File: src/rtl/buck2_pkg.sv
package buck2_pkg;

    // ========================================================
    // register map
    localparam logic [7:0] CTRL_SUBADDR = 8'h17;
    localparam logic [7:0] CTRL_RESET = 8'h99;
    localparam int PSKIP_BIT = 7;
    localparam int RSVD_BIT = 6;
    localparam int CODE_MSB = 5;
    localparam int CODE_LSB = 0;
    localparam logic PSKIP_RESET = 1'b1;
    localparam logic [5:0] CODE_DEFAULT = 6'h19;

    // ========================================================
    // voltage table
    localparam logic [5:0] CODE_FINE_LAST = 6'h32;
    localparam logic [5:0] CODE_COARSE_FIRST = 6'h33;
    localparam logic [10:0] FINE_BASE_MV = 11'h352;
    localparam logic [10:0] FINE_STEP_MV = 11'h00A;
    localparam logic [10:0] COARSE_BASE_MV = 11'h55F;
    localparam logic [10:0] COARSE_STEP_MV = 11'h019;

    // ========================================================
    // timing
    localparam int CLK_PERIOD_NS = 10;
    localparam int BLANK_TIME_MS = 5;
    localparam int BLANK_CYCLES =
        BLANK_TIME_MS * 1000000 / CLK_PERIOD_NS;
    localparam int BLANK_CNT_W = 20;

    typedef enum logic [0:0] {
        BLANK_IDLE = 1'b0,
        BLANK_RUN = 1'b1
    } blank_state_type;

    // code to output millivolts
    function automatic logic [10:0] code_to_mv(input logic [5:0] code);
        logic [10:0] c;
        c = {5'h00, code};
        if (code <= CODE_FINE_LAST) begin
            code_to_mv = 11'(FINE_BASE_MV + c * FINE_STEP_MV);
        end else begin
            code_to_mv = 11'(COARSE_BASE_MV
                + (c - {5'h00, CODE_COARSE_FIRST}) * COARSE_STEP_MV);
        end
    endfunction : code_to_mv

endpackage : buck2_pkg

File: src/rtl/blank_if.sv
`timescale 1ns/1ps
interface blank_if;
    logic start;
    logic active;
    modport ctrl (output start, input active);
    modport timer (input start, output active);
endinterface : blank_if

File: src/rtl/blank_timer.sv
`timescale 1ns/1ps
module blank_timer #(
    parameter int BLANK_CYCLES = buck2_pkg::BLANK_CYCLES
) (
    input wire logic mclk,
    input wire logic resetn,
    input wire logic ce,
    blank_if.timer bus
);

    localparam int CNT_W = buck2_pkg::BLANK_CNT_W;
    localparam logic [CNT_W-1:0] LOAD = CNT_W'(BLANK_CYCLES - 1);

    buck2_pkg::blank_state_type state_r, state_nxt;
    logic [buck2_pkg::BLANK_CNT_W-1:0] count_r, count_nxt;

    // ========================================================
    // blanking countdown, restarted by every accepted write
    always_comb begin
        state_nxt = state_r;
        count_nxt = count_r;
        if (bus.start) begin
            state_nxt = buck2_pkg::BLANK_RUN;
            count_nxt = LOAD;
        end else begin
            case (state_r)
                buck2_pkg::BLANK_IDLE: begin
                    count_nxt = '0;
                end
                buck2_pkg::BLANK_RUN: begin
                    if (count_r == '0) begin
                        state_nxt = buck2_pkg::BLANK_IDLE;
                    end else begin
                        count_nxt = count_r - 1'b1;
                    end
                end
                default: begin
                    state_nxt = buck2_pkg::BLANK_IDLE;
                    count_nxt = '0;
                end
            endcase
        end
    end

    always_ff @(posedge mclk) begin
        if (!resetn) begin
            state_r <= buck2_pkg::BLANK_IDLE;
            count_r <= '0;
        end else if (ce) begin
            state_r <= state_nxt;
            count_r <= count_nxt;
        end
    end

    assign bus.active = (state_r == buck2_pkg::BLANK_RUN);

endmodule : blank_timer

File: src/rtl/buck2_output_control_reg.sv
// Summary of operation
// - register lives at subaddress 17h and resets to 99h.
// - writes are taken only while the password unlock is granted.
// - any accepted write blanks over/under-voltage faults for 5 ms.
// - new voltage code applies only on apply or alternate apply trigger.
// - bit 7 enables light-load pulse skipping, resets to one.
// - bits 5..0 voltage code, default loaded from non-volatile storage.
// - codes 0-32h give 850 mV + 10 mV steps, then 1375 mV + 25 mV.
`timescale 1ns/1ps
module buck2_output_control_reg #(
    parameter int BLANK_CYCLES = buck2_pkg::BLANK_CYCLES
) (
    input wire logic mclk,
    input wire logic resetn,
    input wire logic ce,
    input wire logic wr_en,
    input wire logic rd_en,
    input wire logic [7:0] subaddr,
    input wire logic [7:0] wdata,
    output logic [7:0] rdata,
    output logic rd_valid,
    output logic write_rejected,
    input wire logic write_unlocked,
    input wire logic apply_trigger,
    input wire logic alternate_apply_trigger,
    input wire logic [5:0] nonvolatile_backed_default,
    input wire logic ov_detect,
    input wire logic uv_detect,
    output logic ov_fault,
    output logic uv_fault,
    output logic light_load_pulse_skip_enable,
    output logic [5:0] buck2_voltage_code,
    output logic [10:0] applied_millivolts
);

    blank_if blank ();

    blank_timer #(
        .BLANK_CYCLES(BLANK_CYCLES)
    ) u_blank (
        .mclk(mclk),
        .resetn(resetn),
        .ce(ce),
        .bus(blank.timer)
    );

    // ========================================================
    // write decode
    logic hit;
    logic wr_accept;

    assign hit = (subaddr == buck2_pkg::CTRL_SUBADDR);
    assign wr_accept = ce && wr_en && hit && write_unlocked;
    assign write_rejected = ce && wr_en && hit && !write_unlocked;
    assign blank.start = wr_accept;

    // ========================================================
    // register fields and applied setting
    logic pskip_r, pskip_nxt;
    logic [5:0] code_r, code_nxt;
    logic [5:0] applied_r, applied_nxt;
    logic [10:0] mv_r, mv_nxt;

    always_comb begin
        pskip_nxt = pskip_r;
        code_nxt = code_r;
        applied_nxt = applied_r;
        if (wr_accept) begin
            pskip_nxt = wdata[buck2_pkg::PSKIP_BIT];
            code_nxt = wdata[buck2_pkg::CODE_MSB:buck2_pkg::CODE_LSB];
        end
        if (apply_trigger || alternate_apply_trigger) begin
            applied_nxt = code_r;
        end
        mv_nxt = buck2_pkg::code_to_mv(applied_nxt);
    end

    always_ff @(posedge mclk) begin
        if (!resetn) begin
            pskip_r <= buck2_pkg::PSKIP_RESET;
            code_r <= nonvolatile_backed_default;
            applied_r <= nonvolatile_backed_default;
            mv_r <= buck2_pkg::code_to_mv(nonvolatile_backed_default);
        end else if (ce) begin
            pskip_r <= pskip_nxt;
            code_r <= code_nxt;
            applied_r <= applied_nxt;
            mv_r <= mv_nxt;
        end
    end

    assign light_load_pulse_skip_enable = pskip_r;
    assign buck2_voltage_code = applied_r;
    assign applied_millivolts = mv_r;

    // ========================================================
    // read port
    logic [7:0] rdata_r, rdata_nxt;
    logic rd_valid_r, rd_valid_nxt;

    always_comb begin
        rd_valid_nxt = ce && rd_en;
        rdata_nxt = 8'h00;
        if (rd_en && hit) begin
            rdata_nxt = {pskip_r, 1'b0, code_r};
        end
    end

    always_ff @(posedge mclk) begin
        if (!resetn) begin
            rdata_r <= 8'h00;
            rd_valid_r <= 1'b0;
        end else if (ce) begin
            rdata_r <= rdata_nxt;
            rd_valid_r <= rd_valid_nxt;
        end
    end

    assign rdata = rdata_r;
    assign rd_valid = rd_valid_r;

    // ========================================================
    // fault monitoring, masked during blanking
    logic ov_r, ov_nxt;
    logic uv_r, uv_nxt;

    always_comb begin
        ov_nxt = ov_detect && !blank.active && !wr_accept;
        uv_nxt = uv_detect && !blank.active && !wr_accept;
    end

    always_ff @(posedge mclk) begin
        if (!resetn) begin
            ov_r <= 1'b0;
            uv_r <= 1'b0;
        end else if (ce) begin
            ov_r <= ov_nxt;
            uv_r <= uv_nxt;
        end
    end

    assign ov_fault = ov_r;
    assign uv_fault = uv_r;

    // ========================================================
    // checks
    reset_value_a: assert property (
        @(posedge mclk) (!resetn && nonvolatile_backed_default
            == buck2_pkg::CODE_DEFAULT) |=>
            ({pskip_r, 1'b0, code_r} == buck2_pkg::CTRL_RESET))
        else $error("reset value not 99h");

    locked_write_a: assert property (
        @(posedge mclk) disable iff (!resetn)
        (wr_en && hit && !write_unlocked && !apply_trigger
            && !alternate_apply_trigger) |=>
            ($stable(code_r) && $stable(pskip_r)))
        else $error("locked write changed register");

    blank_start_a: assert property (
        @(posedge mclk) disable iff (!resetn)
        wr_accept |=> blank.active [*8])
        else $error("blanking did not start on write");

    fault_mask_a: assert property (
        @(posedge mclk) disable iff (!resetn)
        (ce && blank.active) |=> (!ov_fault && !uv_fault))
        else $error("fault reported during blanking");

    apply_hold_a: assert property (
        @(posedge mclk) disable iff (!resetn)
        (!apply_trigger && !alternate_apply_trigger)
            |=> $stable(buck2_voltage_code))
        else $error("voltage changed without trigger");

    apply_take_a: assert property (
        @(posedge mclk) disable iff (!resetn)
        (ce && (apply_trigger || alternate_apply_trigger))
            |=> (buck2_voltage_code == $past(code_r)))
        else $error("trigger did not apply code");

    pskip_write_a: assert property (
        @(posedge mclk) disable iff (!resetn)
        wr_accept |=> (light_load_pulse_skip_enable == $past(wdata[7])))
        else $error("pulse skip bit not written");

    code_readback_a: assert property (
        @(posedge mclk) disable iff (!resetn)
        (wr_accept ##1 (ce && rd_en && hit && !wr_en))
            |=> (rdata[5:0] == $past(wdata[5:0], 2)))
        else $error("code readback mismatch");

    voltage_map_a: assert property (
        @(posedge mclk) disable iff (!resetn)
        (buck2_voltage_code == 6'h33 |-> applied_millivolts == 11'h55F)
        and (buck2_voltage_code == 6'h32 |-> applied_millivolts == 11'h546)
        and (buck2_voltage_code == 6'h3F |-> applied_millivolts == 11'h68B))
        else $error("voltage table mismatch");

    reserved_zero_a: assert property (
        @(posedge mclk) disable iff (!resetn)
        rd_valid |-> (rdata[buck2_pkg::RSVD_BIT] == 1'b0))
        else $error("reserved bit reads one");

    rd_valid_a: assert property (
        @(posedge mclk) disable iff (!resetn)
        ce |=> (rd_valid == $past(rd_en)))
        else $error("read valid not one cycle after request");

    unmapped_zero_a: assert property (
        @(posedge mclk) disable iff (!resetn)
        (ce && rd_en && !hit) |=> (rdata == 8'h00))
        else $error("unmapped read not zero");

    rejected_no_blank_a: assert property (
        @(posedge mclk) disable iff (!resetn)
        (write_rejected && !blank.active) |=> !blank.active)
        else $error("rejected write started blanking");

    fault_follow_a: assert property (
        @(posedge mclk) disable iff (!resetn)
        (ce && !blank.active && !wr_accept) |=>
            ((ov_fault == $past(ov_detect))
            && (uv_fault == $past(uv_detect))))
        else $error("fault not reported outside blanking");

    field_hold_a: assert property (
        @(posedge mclk) disable iff (!resetn)
        (ce && !wr_accept) |=> ($stable(code_r) && $stable(pskip_r)))
        else $error("register changed without write");

endmodule : buck2_output_control_reg

File: config.mk
export PLATFORM = sky130hd
export DESIGN_NAME = buck2_output_control_reg
export DESIGN_NICKNAME = d
export VERILOG_FILES = /design/src/rtl/buck2_pkg.sv /design/src/rtl/blank_if.sv /design/src/rtl/blank_timer.sv /design/src/rtl/buck2_output_control_reg.sv
export SDC_FILE = /design/constraint.sdc
export NUM_CORES = 1
export LEC_CHECK = 0
export ABC_CLOCK_PERIOD_IN_PS = 5400
export BUFFER_PORTS_ARGS = -buffer_cell sky130_fd_sc_hd__buf_2
export CAP_MARGIN = 10
export CORE_MARGIN = 2
export CORE_UTILIZATION = 55
export CTS_BUF_LIST = sky130_fd_sc_hd__clkbuf_8
export CTS_CLUSTER_DIAMETER = 50
export DETAILED_ROUTE_END_ITERATION = 10
export PLACE_DENSITY = 0.76
export SKIP_LAST_GASP = 1
export SLEW_MARGIN = 5
export SYNTH_ARGS = -nofsm -noshare
export SYNTH_HDL_FRONTEND = slang
export SYNTH_SLANG_ARGS = --single-unit
File: constraint.sdc
create_clock -name mclk -period 5.4 [get_ports mclk]
set_clock_uncertainty 0.2 [all_clocks]
set_input_delay 0.27 -clock mclk [delete_from_list [all_inputs] [get_ports mclk]]
set_output_delay 0.27 -clock mclk [all_outputs]
set_load 0.05 [all_outputs]
==> results of run 1 <==
## synthesized netlist by cell type, drive strengths merged, types with 4 or more instances
master	number
xnor2	34
nor4	6
and3	5
a21oi	48
dfxtp	32
nor2b	7
edfxtp	23
o21a	7
mux2i	8
nand2b	5
a211oi	10
clkbuf	11
nor3	17
fa	12
a31oi	6
o31ai	4
a21o	4
inv	44
o211ai	4
ha	73
a22o	7
nand2	34
buf	5
xor2	18
mux2	5
nand3	15
nor2	63
o21ai	39
## cells by family after synthesis
family                   Yosys count  synth area share
multiplexers                      13            0.0268
buffers and inverters             61            0.0459
XOR/XNOR                          52            0.0924
adder cells (fa/ha/maj)           85             0.226
AND/OR/NAND/NOR                  171             0.164
other                              1          0.000736
AO/OA/AOI/OAI                    146             0.183
flip-flops                        55             0.261
## layer usage
layer | vias up | share of wire | track usage | wire length, um
met1 | 2113 | 0.47 | 0.326 | 5460
li1 | 2198 | - | - | -
met5 | - | 0 | 0 | 0
met4 | 0 | 0.014 | 0.0474 | 167
met2 | 121 | 0.47 | 0.379 | 5410
met3 | 12 | 0.042 | 0.0174 | 482
## what timing repair did
item / CTS / global route
resized for setup: 0 / 0
buffers inserted: 0 / 0
hold endpoints to repair: 1 / 0
hold buffers: 1 / 0
setup endpoints to repair: 0 / 0
## layout make-up
type	count	area, um^2
clock buffers	5	68.8
clock inverters	3	42.5
fillers	795	3470
inverters	45	169
multi-input cells	468	3530
flip-flops and latches	55	1330
well taps	111	139
repair buffers	67	358
## per-stage QoR
stage          std cells  utilization  total power, W  setup WS [ps]  instance area, um^2
3_5_place_dp         745        0.605         0.00212            249                 5520
6_report             754        0.619         0.00240            513                 5640
3_3_place_gp         745        0.605         0.00207            378                 5520
5_1_grt              754        0.619         0.00261            166                 5640
4_1_cts              754        0.619         0.00240            508                 5640
2_1_floorplan        584            -         0.00178            422                 5090
## registers in the layout (all words and copies together), names as in the netlist
| register | flops |
|---|---|
| u_blank.count_r | 20 |
| applied_millivolts | 11 |
| rdata | 7 |
| buck2_voltage_code | 6 |
| code_r | 6 |
| light_load_pulse_skip_enable | 1 |
| ov_fault | 1 |
| rd_valid | 1 |
| u_blank.bus.active | 1 |
| uv_fault | 1 |
## power by group
part,internal [W],leakage (nW),switching [W]
Sequential,0.000494,0.491,0.0000223
Clock,0.000139,0.0599,0.000140
Combinational,0.000661,1.95,0.000941
## worst max-delay path, cell delays in order, from the launching register on
cell and delay [ps]:
edfxtp_1 450, mux2i_1 210, inv_1 120, ha_1 280, xnor2_1 370, inv_1 200, ha_1 240, inv_1 50
ha_1 220, ha_1 320, fa_1 470, ha_1 380, o2111ai_1 100, nand4b_1 160, o31ai_1 330, xnor2_1 170
nor3_1 70, a2111oi_2 360
## placed cells by master, fill, tap and decap left out, types with 22 or more instances in the layout
master / netlist / final
a21oi_1: 48 / 48
buf_2: 1 / 59
dfxtp_1: 32 / 32
edfxtp_1: 23 / 23
ha_1: 73 / 73
inv_1: 40 / 41
nand2_1: 34 / 34
nor2_1: 62 / 62
o21ai_1: 22 / 22
xnor2_1: 32 / 32
## final timing paths
check	slack, ps	depth (start not counted)	endpoint	from
setup / recovery	510	17	applied_millivolts[9]	buck2_voltage_code[1]
hold / removal	10	3	rd_valid	rd_en
setup reg to reg	510	17	applied_millivolts[9]	buck2_voltage_code[1]
hold reg to reg	270	2	uv_fault	uv_fault
==> flow_metrics.py, run 1 <==
metrics = {
    "yosys": {
        "seq_area_frac_synth": 0.261,
        "syn-mean-instance-area_um2": 8.72,
        "synthFlopType": "dfxtp_1",
        "syn_inst": 584,
        "yosysTopAreaCellShare": 0.179,
        "ys_warn_count": 0,
        "synthTopCellsByArea": "ha_1 18%, edfxtp_1 14%, dfxtp_1 13%, xnor2_1 5.5%, a21oi_1 4.7%",
        "ys_ff_latch": 55,
        "synth_cell_types": 63,
        "synthesis.area_um2": 5090,
        "syn_nets": 701,
        "synth_edf_count": 23,
        "synth_async_sr_flop_share": 0,
        "synth.largest_area_cell": "ha_1",
    },
    "sta": {
        "finalHoldViolCount": 0,
        "period_share": 0.905,
        "tightest_slew_ps": 905,
        "finalMaxSlewViolations": 0,
        "slew_headroom": 0.394,
        "tns_ps": 0,
        "max_freq_ghz": 0.205,
        "holdWs_ps": 13.8,
        "finalSetupViolCount": 0,
        "rsz0062_at_grt": "no",
        "post-route-min-period_ps": 4890,
    },
    "place": {
        "port_buffers": 59,
        "gp_congestion": 0.886,
        "post-dp-hpwl_um": 9200,
    },
    "worst_setup_path": {
        "worstSetupEndpointType": "flop",
        "critPathKind": "flop to flop",
        "worstPathArrival_ps": 4790,
        "worstPathRequired_ps": 5310,
        "critPathMaxFanout": 5,
        "start_kind": "flop",
    },
    "power_and_ir_drop": {
        "power_density_nw_per_um2": 425,
        "max-vdd-ir-drop_mv": 0.285,
        "leakagePower_nw": 2.51,
    },
    "global_routing": {
        "grt_pass1_vias": 4046,
        "grt_pass1_wl_um": 18700,
        "grt_max_degree": 53,
        "grt_antenna_before_repair": 0,
        "grt_overflow_total": 0,
        "grt_use_total": 0.228,
    },
    "clocking": {
        "numClockSinks": 55,
        "cts_max_level": 2,
        "clock_latency_ps": 300,
        "cts_made_buffers": 5,
        "clockRootBuffer": "clkbuf_8",
        "cts_tree": "done",
        "clk_path_buf_depth": 2,
        "cts.clk_slew.worst_paths_ps": 100,
    },
    "final_layout": {
        "syn_to_final_growth_pct": 10.7,
        "antenna_cells": 0,
        "finalNetCount": 759,
        "drive_above_1_share": 0.145,
    },
    "floorplan": {
        "rows": 35,
        "core_area_um2": 9110,
        "dieArea_um2": 10000,
        "dieHeight_um": 100,
        "die_w_um": 100,
        "ios": 62,
        "start_util": 0.559,
    },
    "drt": {
        "vias_per_cell": 5.89,
        "drc": 0,
        "antenna_left": 0,
        "drt_wl_total_um": 11500,
        "wl_per_cell_um": 15.3,
        "firstDrtPassIters": 5,
        "vias": 4444,
        "first_iter_violations": 287,
    },
    "run_status": {
        "run_status": "complete, no violations",
    },
    "job": {
        "drv_cap": 0,
    },
    "hold_path": {
        "holdCritPathClass": "input pin to flop",
    },
}
(Power assumes the default switching activity.)
==> run 2, diff against run 1 <==
--- a/config.mk
+++ b/config.mk
@@ -5,10 +5,11 @@
 export SDC_FILE = /design/constraint.sdc
 export NUM_CORES = 1
 export LEC_CHECK = 0
+export ABC_AREA = 1
 export ABC_CLOCK_PERIOD_IN_PS = 5400
 export BUFFER_PORTS_ARGS = -buffer_cell sky130_fd_sc_hd__buf_2
 export CAP_MARGIN = 10
-export CORE_MARGIN = 2
+export CORE_MARGIN = 3
 export CORE_UTILIZATION = 55
 export CTS_BUF_LIST = sky130_fd_sc_hd__clkbuf_8
 export CTS_CLUSTER_DIAMETER = 50
==> run 2 against run 1 <==
Register-to-register slack improved by 80 ps. Non-clock buffer count fell by 6. Critical path depth rose by 5. Worst hold slack improved by 32 ps. Combinational power fell by 13%. Total power fell by 11%. Synthesized area rose by 7.3%. First-iteration DRC count rose by 27%. Sequential share of layout area fell by 1.2 points.
==> flow_metrics.py, run 2 <==
metrics = {
    "power_and_ir_drop": {
        "power_w": 0.00213,
        "power_density_nw_per_um2": 358,
        "leakagePower_nw": 3.00,
        "max-vdd-ir-drop_mv": 0.429,
    },
    "clocking": {
        "postCtsResizedCells": 0,
        "cts.clk_slew.worst_paths_ps": 110,
        "numClockSinks": 55,
        "clk_path_buf_depth": 2,
        "clockRootBuffer": "clkbuf_8",
        "cts_max_level": 2,
        "clock_latency_ps": 310,
        "cts_made_buffers": 5,
        "cts_tree": "done",
        "cts_setup_buffers": 0,
    },
    "sta": {
        "finalMaxSlewViolations": 0,
        "max_freq_ghz": 0.208,
        "post-route-min-period_ps": 4810,
        "finalHoldViolCount": 0,
        "timing.final.ws_setup_ps": 592,
        "period_share": 0.890,
        "finalSetupViolCount": 0,
        "tns_ps": 0,
        "slew_headroom": 0.447,
        "holdWs_ps": 45.7,
        "tightest_slew_ps": 828,
        "rsz0062_at_grt": "no",
    },
    "drt": {
        "wl_met2_um": 6000,
        "vias_per_cell": 5.42,
        "dr_wl_met3_um": 936,
        "drt-met1-wl_um": 6070,
        "top_layer": "met4",
        "wl_per_cell_um": 14.0,
        "first_iter_violations": 364,
        "antenna_left": 0,
        "drc": 0,
        "vias": 5136,
        "firstDrtPassIters": 5,
        "drt_wl_total_um": 13200,
    },
    "yosys": {
        "yosysMostFrequentCell": "nand2_1",
        "synth_async_sr_flop_share": 0,
        "synth_top_family_by_area": "simple AND/OR/NAND/NOR gates",
        "ys_warn_count": 0,
        "ys_ff_latch": 55,
        "syn-mean-instance-area_um2": 7.14,
        "syn_nets": 882,
        "synthesis.area_um2": 5460,
        "yosys.area_share.simple": 0.267,
        "synth_cell_types": 53,
        "synth.largest_area_cell": "ha_1",
        "synthTopCellsByArea": "ha_1 17%, edfxtp_1 13%, dfxtp_1 12%, nand2_1 11%, inv_1 7.4%",
        "synth_common_cells": "157 x nand2_1, 107 x inv_1, 75 x nor2_1",
        "yosysTopAreaCellShare": 0.167,
        "synth_compound_area_frac": 0.147,
        "synth_fa_ha_area_frac": 0.211,
        "syn_inst": 765,
        "synth_edf_count": 23,
        "synthMuxAreaShare": 0,
        "seq_area_frac_synth": 0.244,
        "synth_xor_area_frac": 0.0318,
        "synthFlopType": "dfxtp_1",
    },
    "worst_setup_path": {
        "worstPathRequired_ps": 5280,
        "worstSetupEndpointType": "flop",
        "start_kind": "flop",
        "worstReg2RegStart": "code_r[0]",
        "critPathKind": "flop to flop",
        "crit_start": "code_r[0]",
        "worstPathArrival_ps": 4680,
        "critPathMaxFanout": 8,
    },
    "final_layout": {
        "drive_above_1_share": 0.129,
        "regMostFlops": "u_blank.count_r",
        "fillers": 870,
        "largest_register_ffs": 20,
        "syn_to_final_growth_pct": 8.79,
        "final_cell_mix": "157 x nand2_1, 107 x inv_1, 75 x nor2_1",
        "mostFrequentLayoutCell": "nand2_1",
        "regArea_um2": 1330,
        "antenna_cells": 0,
        "finalNetCount": 935,
        "multiInputGateArea_um2": 3600,
        "post_layout_nonfiller_instances": 948,
    },
    "hold_path": {
        "holdCritPathClass": "input pin to flop",
        "min_from": "wdata[4]",
    },
    "floorplan": {
        "dieHeight_um": 106,
        "die_w_um": 106,
        "rows": 35,
        "dieArea_um2": 11200,
        "core_area_um2": 9460,
        "start_util": 0.578,
        "ios": 62,
    },
    "place": {
        "place_inst": 938,
        "gp_congestion": 0.895,
        "place_ws_ps": 480,
        "post-dp-hpwl_um": 10600,
        "port_buffers": 59,
    },
    "global_routing": {
        "grt_max_degree": 47,
        "grt_pass1_vias": 4891,
        "grt_overflow_total": 0,
        "grt_use_total": 0.239,
        "grt_antenna_before_repair": 0,
        "grt_pass1_wl_um": 22300,
    },
    "run_status": {
        "run_status": "complete, no violations",
    },
    "job": {
        "drv_cap": 0,
    },
}
run 2: worst paths after layout:
kind | end | slack (ps) | depth (start not counted)
setup reg to reg | applied_millivolts[8] | 590 | 22
hold / removal | code_r[4] | 50 | 3
hold reg to reg | rdata[3] | 290 | 2
setup / recovery | applied_millivolts[8] | 590 | 22
run 2: worst max-delay path, stage by stage, from the launching register on:
cell and delay, ps:
edfxtp_1 410, o21ai_0 110, nand2_2 190, ha_1 260, inv_1 110, nand2_1 90, nand2_1 210, inv_1 110
ha_1 320, inv_1 80, fa_1 430, ha_1 310, ha_1 300, ha_1 350, a21oi_1 130, o21ai_0 110
a21oi_1 200, nor2_1 70, nor2_1 130, xor2_1 200, nand2_1 100, nand3_1 80, nand2_1 60
run 2: logic make-up (layout without fill, tap and decap cells):
group | Yosys count | in the layout
AND/OR/NAND/NOR | 332 | 332
AO/OA/AOI/OAI | 140 | 140
buffers and inverters | 133 | 187
adder cells (fa/ha/maj) | 85 | 85
flip-flops | 55 | 55
XOR/XNOR | 19 | 19
other | 1 | 1
run 2: routing by layer:
layer | vias up | track usage
met1 | 2307 | 0.332
met4 | 0 | 0.0555
met2 | 187 | 0.396
met3 | 19 | 0.0325
met5 | - | 0
li1 | 2623 | -
run 2: area by class of cell:
| class | count | area share |
|---|---|---|
| sequential | 55 | 0.224 |
| clock buffer | 5 | 0.0116 |
| tap | 129 | 0.0272 |
| multi-input combinational | 577 | 0.605 |
| inverter | 118 | 0.0751 |
| clock inverter | 3 | 0.00421 |
| timing repair buffer | 61 | 0.0530 |
run 2: through the flow:
| stage | util | instance area (um^2) |
|---|---|---|
| 5_1_grt | 0.628 | 5940 |
| 4_1_cts | 0.628 | 5940 |
| 6_report | 0.628 | 5940 |
| 3_3_place_gp | 0.616 | 5830 |
| 2_1_floorplan | - | 5460 |
| 3_5_place_dp | 0.616 | 5830 |
run 2: report_power, final:
group | switching, W | internal (W)
clock network | 0.000142 | 0.0000931
logic | 0.000908 | 0.000481
registers | 0.0000199 | 0.000485
total | 0.00107 | 0.00106
run 2: timing repair:
action / in CTS / in global routing
hold endpoints to repair: 2 / 0
setup endpoints to repair: 0 / 0
hold buffers: 2 / 0
==> run 3, diff against run 2 <==
--- a/config.mk
+++ b/config.mk
@@ -6,17 +6,18 @@
 export NUM_CORES = 1
 export LEC_CHECK = 0
 export ABC_AREA = 1
-export ABC_CLOCK_PERIOD_IN_PS = 5400
-export BUFFER_PORTS_ARGS = -buffer_cell sky130_fd_sc_hd__buf_2
+export ABC_CLOCK_PERIOD_IN_PS = 4800
 export CAP_MARGIN = 10
 export CORE_MARGIN = 3
 export CORE_UTILIZATION = 55
 export CTS_BUF_LIST = sky130_fd_sc_hd__clkbuf_8
 export CTS_CLUSTER_DIAMETER = 50
 export DETAILED_ROUTE_END_ITERATION = 10
-export PLACE_DENSITY = 0.76
+export DONT_BUFFER_PORTS = 1
+export PLACE_DENSITY = 0.7
 export SKIP_LAST_GASP = 1
 export SLEW_MARGIN = 5
 export SYNTH_ARGS = -nofsm -noshare
 export SYNTH_HDL_FRONTEND = slang
+export SYNTH_HIERARCHICAL = 1
 export SYNTH_SLANG_ARGS = --single-unit
==> constraint.sdc (replaced) <==
create_clock -name mclk -period 4.8 [get_ports mclk]
set_clock_uncertainty 0.2 [all_clocks]
set_input_delay 0.24 -clock mclk [delete_from_list [all_inputs] [get_ports mclk]]
set_output_delay 0.24 -clock mclk [all_outputs]
set_load 0.05 [all_outputs]
==> run 3 against run 2 <==
Die area is 2.0% higher. Total power up 16%. Via count decreased by 1.1%. Worst hold slack got worse by 41 ps. Non-clock buffer count decreased by 26. Largest power group unchanged. Design area up 2.7%.
==> flow_metrics.py, run 3 <==
metrics = {
    "hold_path": {
        "holdPathEnd": "applied_millivolts[3]",
        "min_from": "resetn",
        "holdCritPathClass": "input pin to flop",
        "holdPathStages": 2,
    },
    "final_layout": {
        "final_core_utilization": 0.622,
        "antenna_cells": 0,
        "finalNetCount": 934,
        "regMostFlops": "u_blank/count_r",
        "mostFrequentLayoutCell": "nand2_1",
        "final_cell_mix": "171 x nand2_1, 123 x inv_1, 88 x nor2_1",
        "syn_to_final_growth_pct": 9.39,
        "largest_register_ffs": 20,
        "fillers": 928,
        "drive_above_1_share": 0.0722,
    },
    "drt": {
        "antenna_left": 0,
        "drt_wl_total_um": 13700,
        "drc": 0,
        "firstDrtPassIters": 5,
        "vias_per_cell": 5.35,
        "wl_per_cell_um": 14.5,
        "first_iter_violations": 309,
        "vias": 5081,
    },
    "sta": {
        "tightest_slew_ps": 889,
        "finalHoldViolCount": 0,
        "max_freq_ghz": 0.223,
        "finalSetupViolCount": 0,
        "timing.final.ws_setup_ps": 320,
        "holdWs_ps": 4.34,
        "tns_ps": 0,
        "period_share": 0.933,
        "post-route-min-period_ps": 4480,
        "finalMaxSlewViolations": 0,
        "rsz0062_at_grt": "no",
        "slew_headroom": 0.405,
    },
    "place": {
        "place_ws_ps": 173,
        "gp_congestion": 0.889,
        "post-dp-hpwl_um": 10400,
        "port_buffers": 0,
    },
    "power_and_ir_drop": {
        "seqPwrFrac": 0.280,
        "p_sw_frac": 0.504,
        "clock_power_share": 0.117,
        "power_w": 0.00246,
        "power_density_nw_per_um2": 403,
        "leakagePower_nw": 3.04,
        "power.internal_w": 0.00122,
        "p_switching_w": 0.00124,
        "p_comb_frac": 0.604,
        "max-vdd-ir-drop_mv": 0.361,
    },
    "worst_setup_path": {
        "worstPathArrival_ps": 4370,
        "worstReg2RegStart": "code_r[1]",
        "critPathMaxFanout": 8,
        "ff2ff_path_depth": 22,
        "start_kind": "flop",
        "worstSetupEndpointType": "flop",
        "cpPeakStageDelay_ps": 500,
        "critPathBufInv": 5,
        "critical_path.top_delay_family": "adder cells",
        "r2r_setup_slack_ps": 320,
        "path_cells": "o21ai_0 -> nand2_2 -> ha_1 -> inv_1 -> nand2_2 -> xor2_2 -> inv_1 -> ha_1 -> inv_1 -> fa_1 -> inv_1 -> ha_1 -> ha_1 -> ha_1 -> inv_1 -> o21bai_1 -> o21bai_1 -> xor2_1 -> nor2_1 -> nor2_1 -> nand2_1 -> nand2_1",
        "critPathSlowestCell": "fa_1",
        "cp.depth": 22,
        "worstPathRequired_ps": 4690,
        "rr_endpoint": "applied_millivolts[8]",
        "critPathKind": "flop to flop",
    },
    "yosys": {
        "ys_ff_latch": 55,
        "yosysMostFrequentCell": "nand2_1",
        "synthTopCellsByArea": "ha_1 17%, edfxtp_1 12%, nand2_1 12%, dfxtp_1 11%, inv_1 8.3%",
        "synth_compound_area_frac": 0.139,
        "synth_common_cells": "172 x nand2_1, 123 x inv_1, 88 x nor2_1",
        "syn_nets": 907,
        "synth_xor_area_frac": 0.0267,
        "synth_cell_types": 47,
        "synthFlopType": "dfxtp_1",
        "synth_fa_ha_area_frac": 0.209,
        "syn_inst": 789,
        "yosysTopAreaCellShare": 0.166,
        "ys_warn_count": 6,
        "synthMuxAreaShare": 0,
        "yosys.area_share.simple": 0.282,
        "syn-mean-instance-area_um2": 7.07,
        "synth.largest_area_cell": "ha_1",
        "synth_edf_count": 23,
        "synth_top_family_by_area": "simple AND/OR/NAND/NOR gates",
        "seq_area_frac_synth": 0.239,
        "synth_async_sr_flop_share": 0,
        "synthesis.area_um2": 5580,
    },
    "clocking": {
        "cts_tree": "done",
        "cts_made_buffers": 5,
        "cts_setup_buffers": 0,
        "numClockSinks": 55,
        "clockRootBuffer": "clkbuf_8",
        "clock_latency_ps": 330,
        "clk_path_buf_depth": 2,
        "cts_max_level": 2,
        "cts.clk_slew.worst_paths_ps": 120,
    },
    "job": {
        "drv_cap": 0,
    },
    "floorplan": {
        "dieArea_um2": 11400,
        "start_util": 0.568,
        "ios": 62,
        "rows": 36,
        "core_area_um2": 9820,
        "dieHeight_um": 107,
        "die_w_um": 107,
    },
    "global_routing": {
        "grt_overflow_total": 0,
        "grt_pass1_vias": 5012,
        "grt_pass1_wl_um": 23000,
        "grt_antenna_before_repair": 0,
        "grt_max_degree": 31,
        "grt_use_total": 0.246,
    },
    "run_status": {
        "run_status": "complete, no violations",
    },
}
==> run 3: cell types whose count changed after synthesis, sizes merged, moves of 3 or more <==
cell   change
o21ai     -15
a31o       -3
nand2     +14
nor2      +17
inv       +13
o32ai      +3
a21oi      -5
nor3      -11
o22ai      +7
o31ai      -3
nand4      +4
==> run 3: per-layer routing <==
metal / vias up / GRT usage / part of all wire
met5: - / 0 / 0
met1: 2303 / 0.315 / 0.45
met3: 19 / 0.0367 / 0.049
met4: 0 / 0.0731 / 0.022
li1: 2626 / - / -
met2: 133 / 0.429 / 0.48
==> run 3: worst max path at each step <==
stage,startpoint,to,slack [ps]
after floorplan,buck2_voltage_code[0],applied_millivolts[8],270
after global placement,alternate_apply_trigger,applied_millivolts[8],340
after detailed placement,alternate_apply_trigger,applied_millivolts[6],170
after CTS,code_r[0],applied_millivolts[6],240
after global routing,code_r[1],applied_millivolts[8],20
final,code_r[1],applied_millivolts[8],320
==> run 3: what timing repair did <==
action | 4_1_cts | 5_1_grt
gates resized for setup | 0 | 3
hold buffers | 25 | 0
hold endpoints to repair | 45 | 0
setup endpoints to repair | 0 | 4
==> run 3: cell families after synthesis <==
| kind of cell | after synthesis |
|---|---|
| simple gates | 356 |
| buf+inv | 144 |
| compound gates | 130 |
| fa+ha+maj | 86 |
| flops | 55 |
| xor+xnor | 17 |
| other cells | 1 |
==> run 3: metrics by stage <==
| step | cells | instance area (um^2) |
|---|---|---|
| finish | 950 | 6110 |
| global route | 950 | 6110 |
| CTS | 949 | 6070 |
| detailed placement | 916 | 5720 |
| global placement | 916 | 5720 |
| floorplan | 789 | 5580 |
==> run 3: cell type report <==
class	count	area, um^2	area share
multi-input combinational	590	3680	0.602
inverter	129	487	0.0797
tap	133	166	0.0273
timing repair buffer	35	345	0.0566
sequential	55	1330	0.218
clock inverter	3	28.8	0.00471
clock buffer	5	68.8	0.0113
==> run 3: worst reg2reg max path, cell delays in order, from the launching register on <==
cell and delay (ps):
edfxtp_1 400, o21ai_0 110, nand2_2 180, ha_1 270, inv_1 100, nand2_2 80
xor2_2 170, inv_1 100, ha_1 280, inv_1 50, fa_1 500, inv_1 50
ha_1 290, ha_1 310, ha_1 350, inv_1 110, o21bai_1 90, o21bai_1 170
xor2_1 140, nor2_1 120, nor2_1 60, nand2_1 80, nand2_1 50
==> run 3: power groups by stage <==
stage	clock network [W]	registers (W)	logic, W
after floorplan	0	0.000703	0.00112
after global placement	0	0.000698	0.00139
after detailed placement	0	0.000697	0.00144
after CTS	0.000293	0.000688	0.00147
after global routing	0.000309	0.000694	0.00169
final	0.000287	0.000688	0.00148
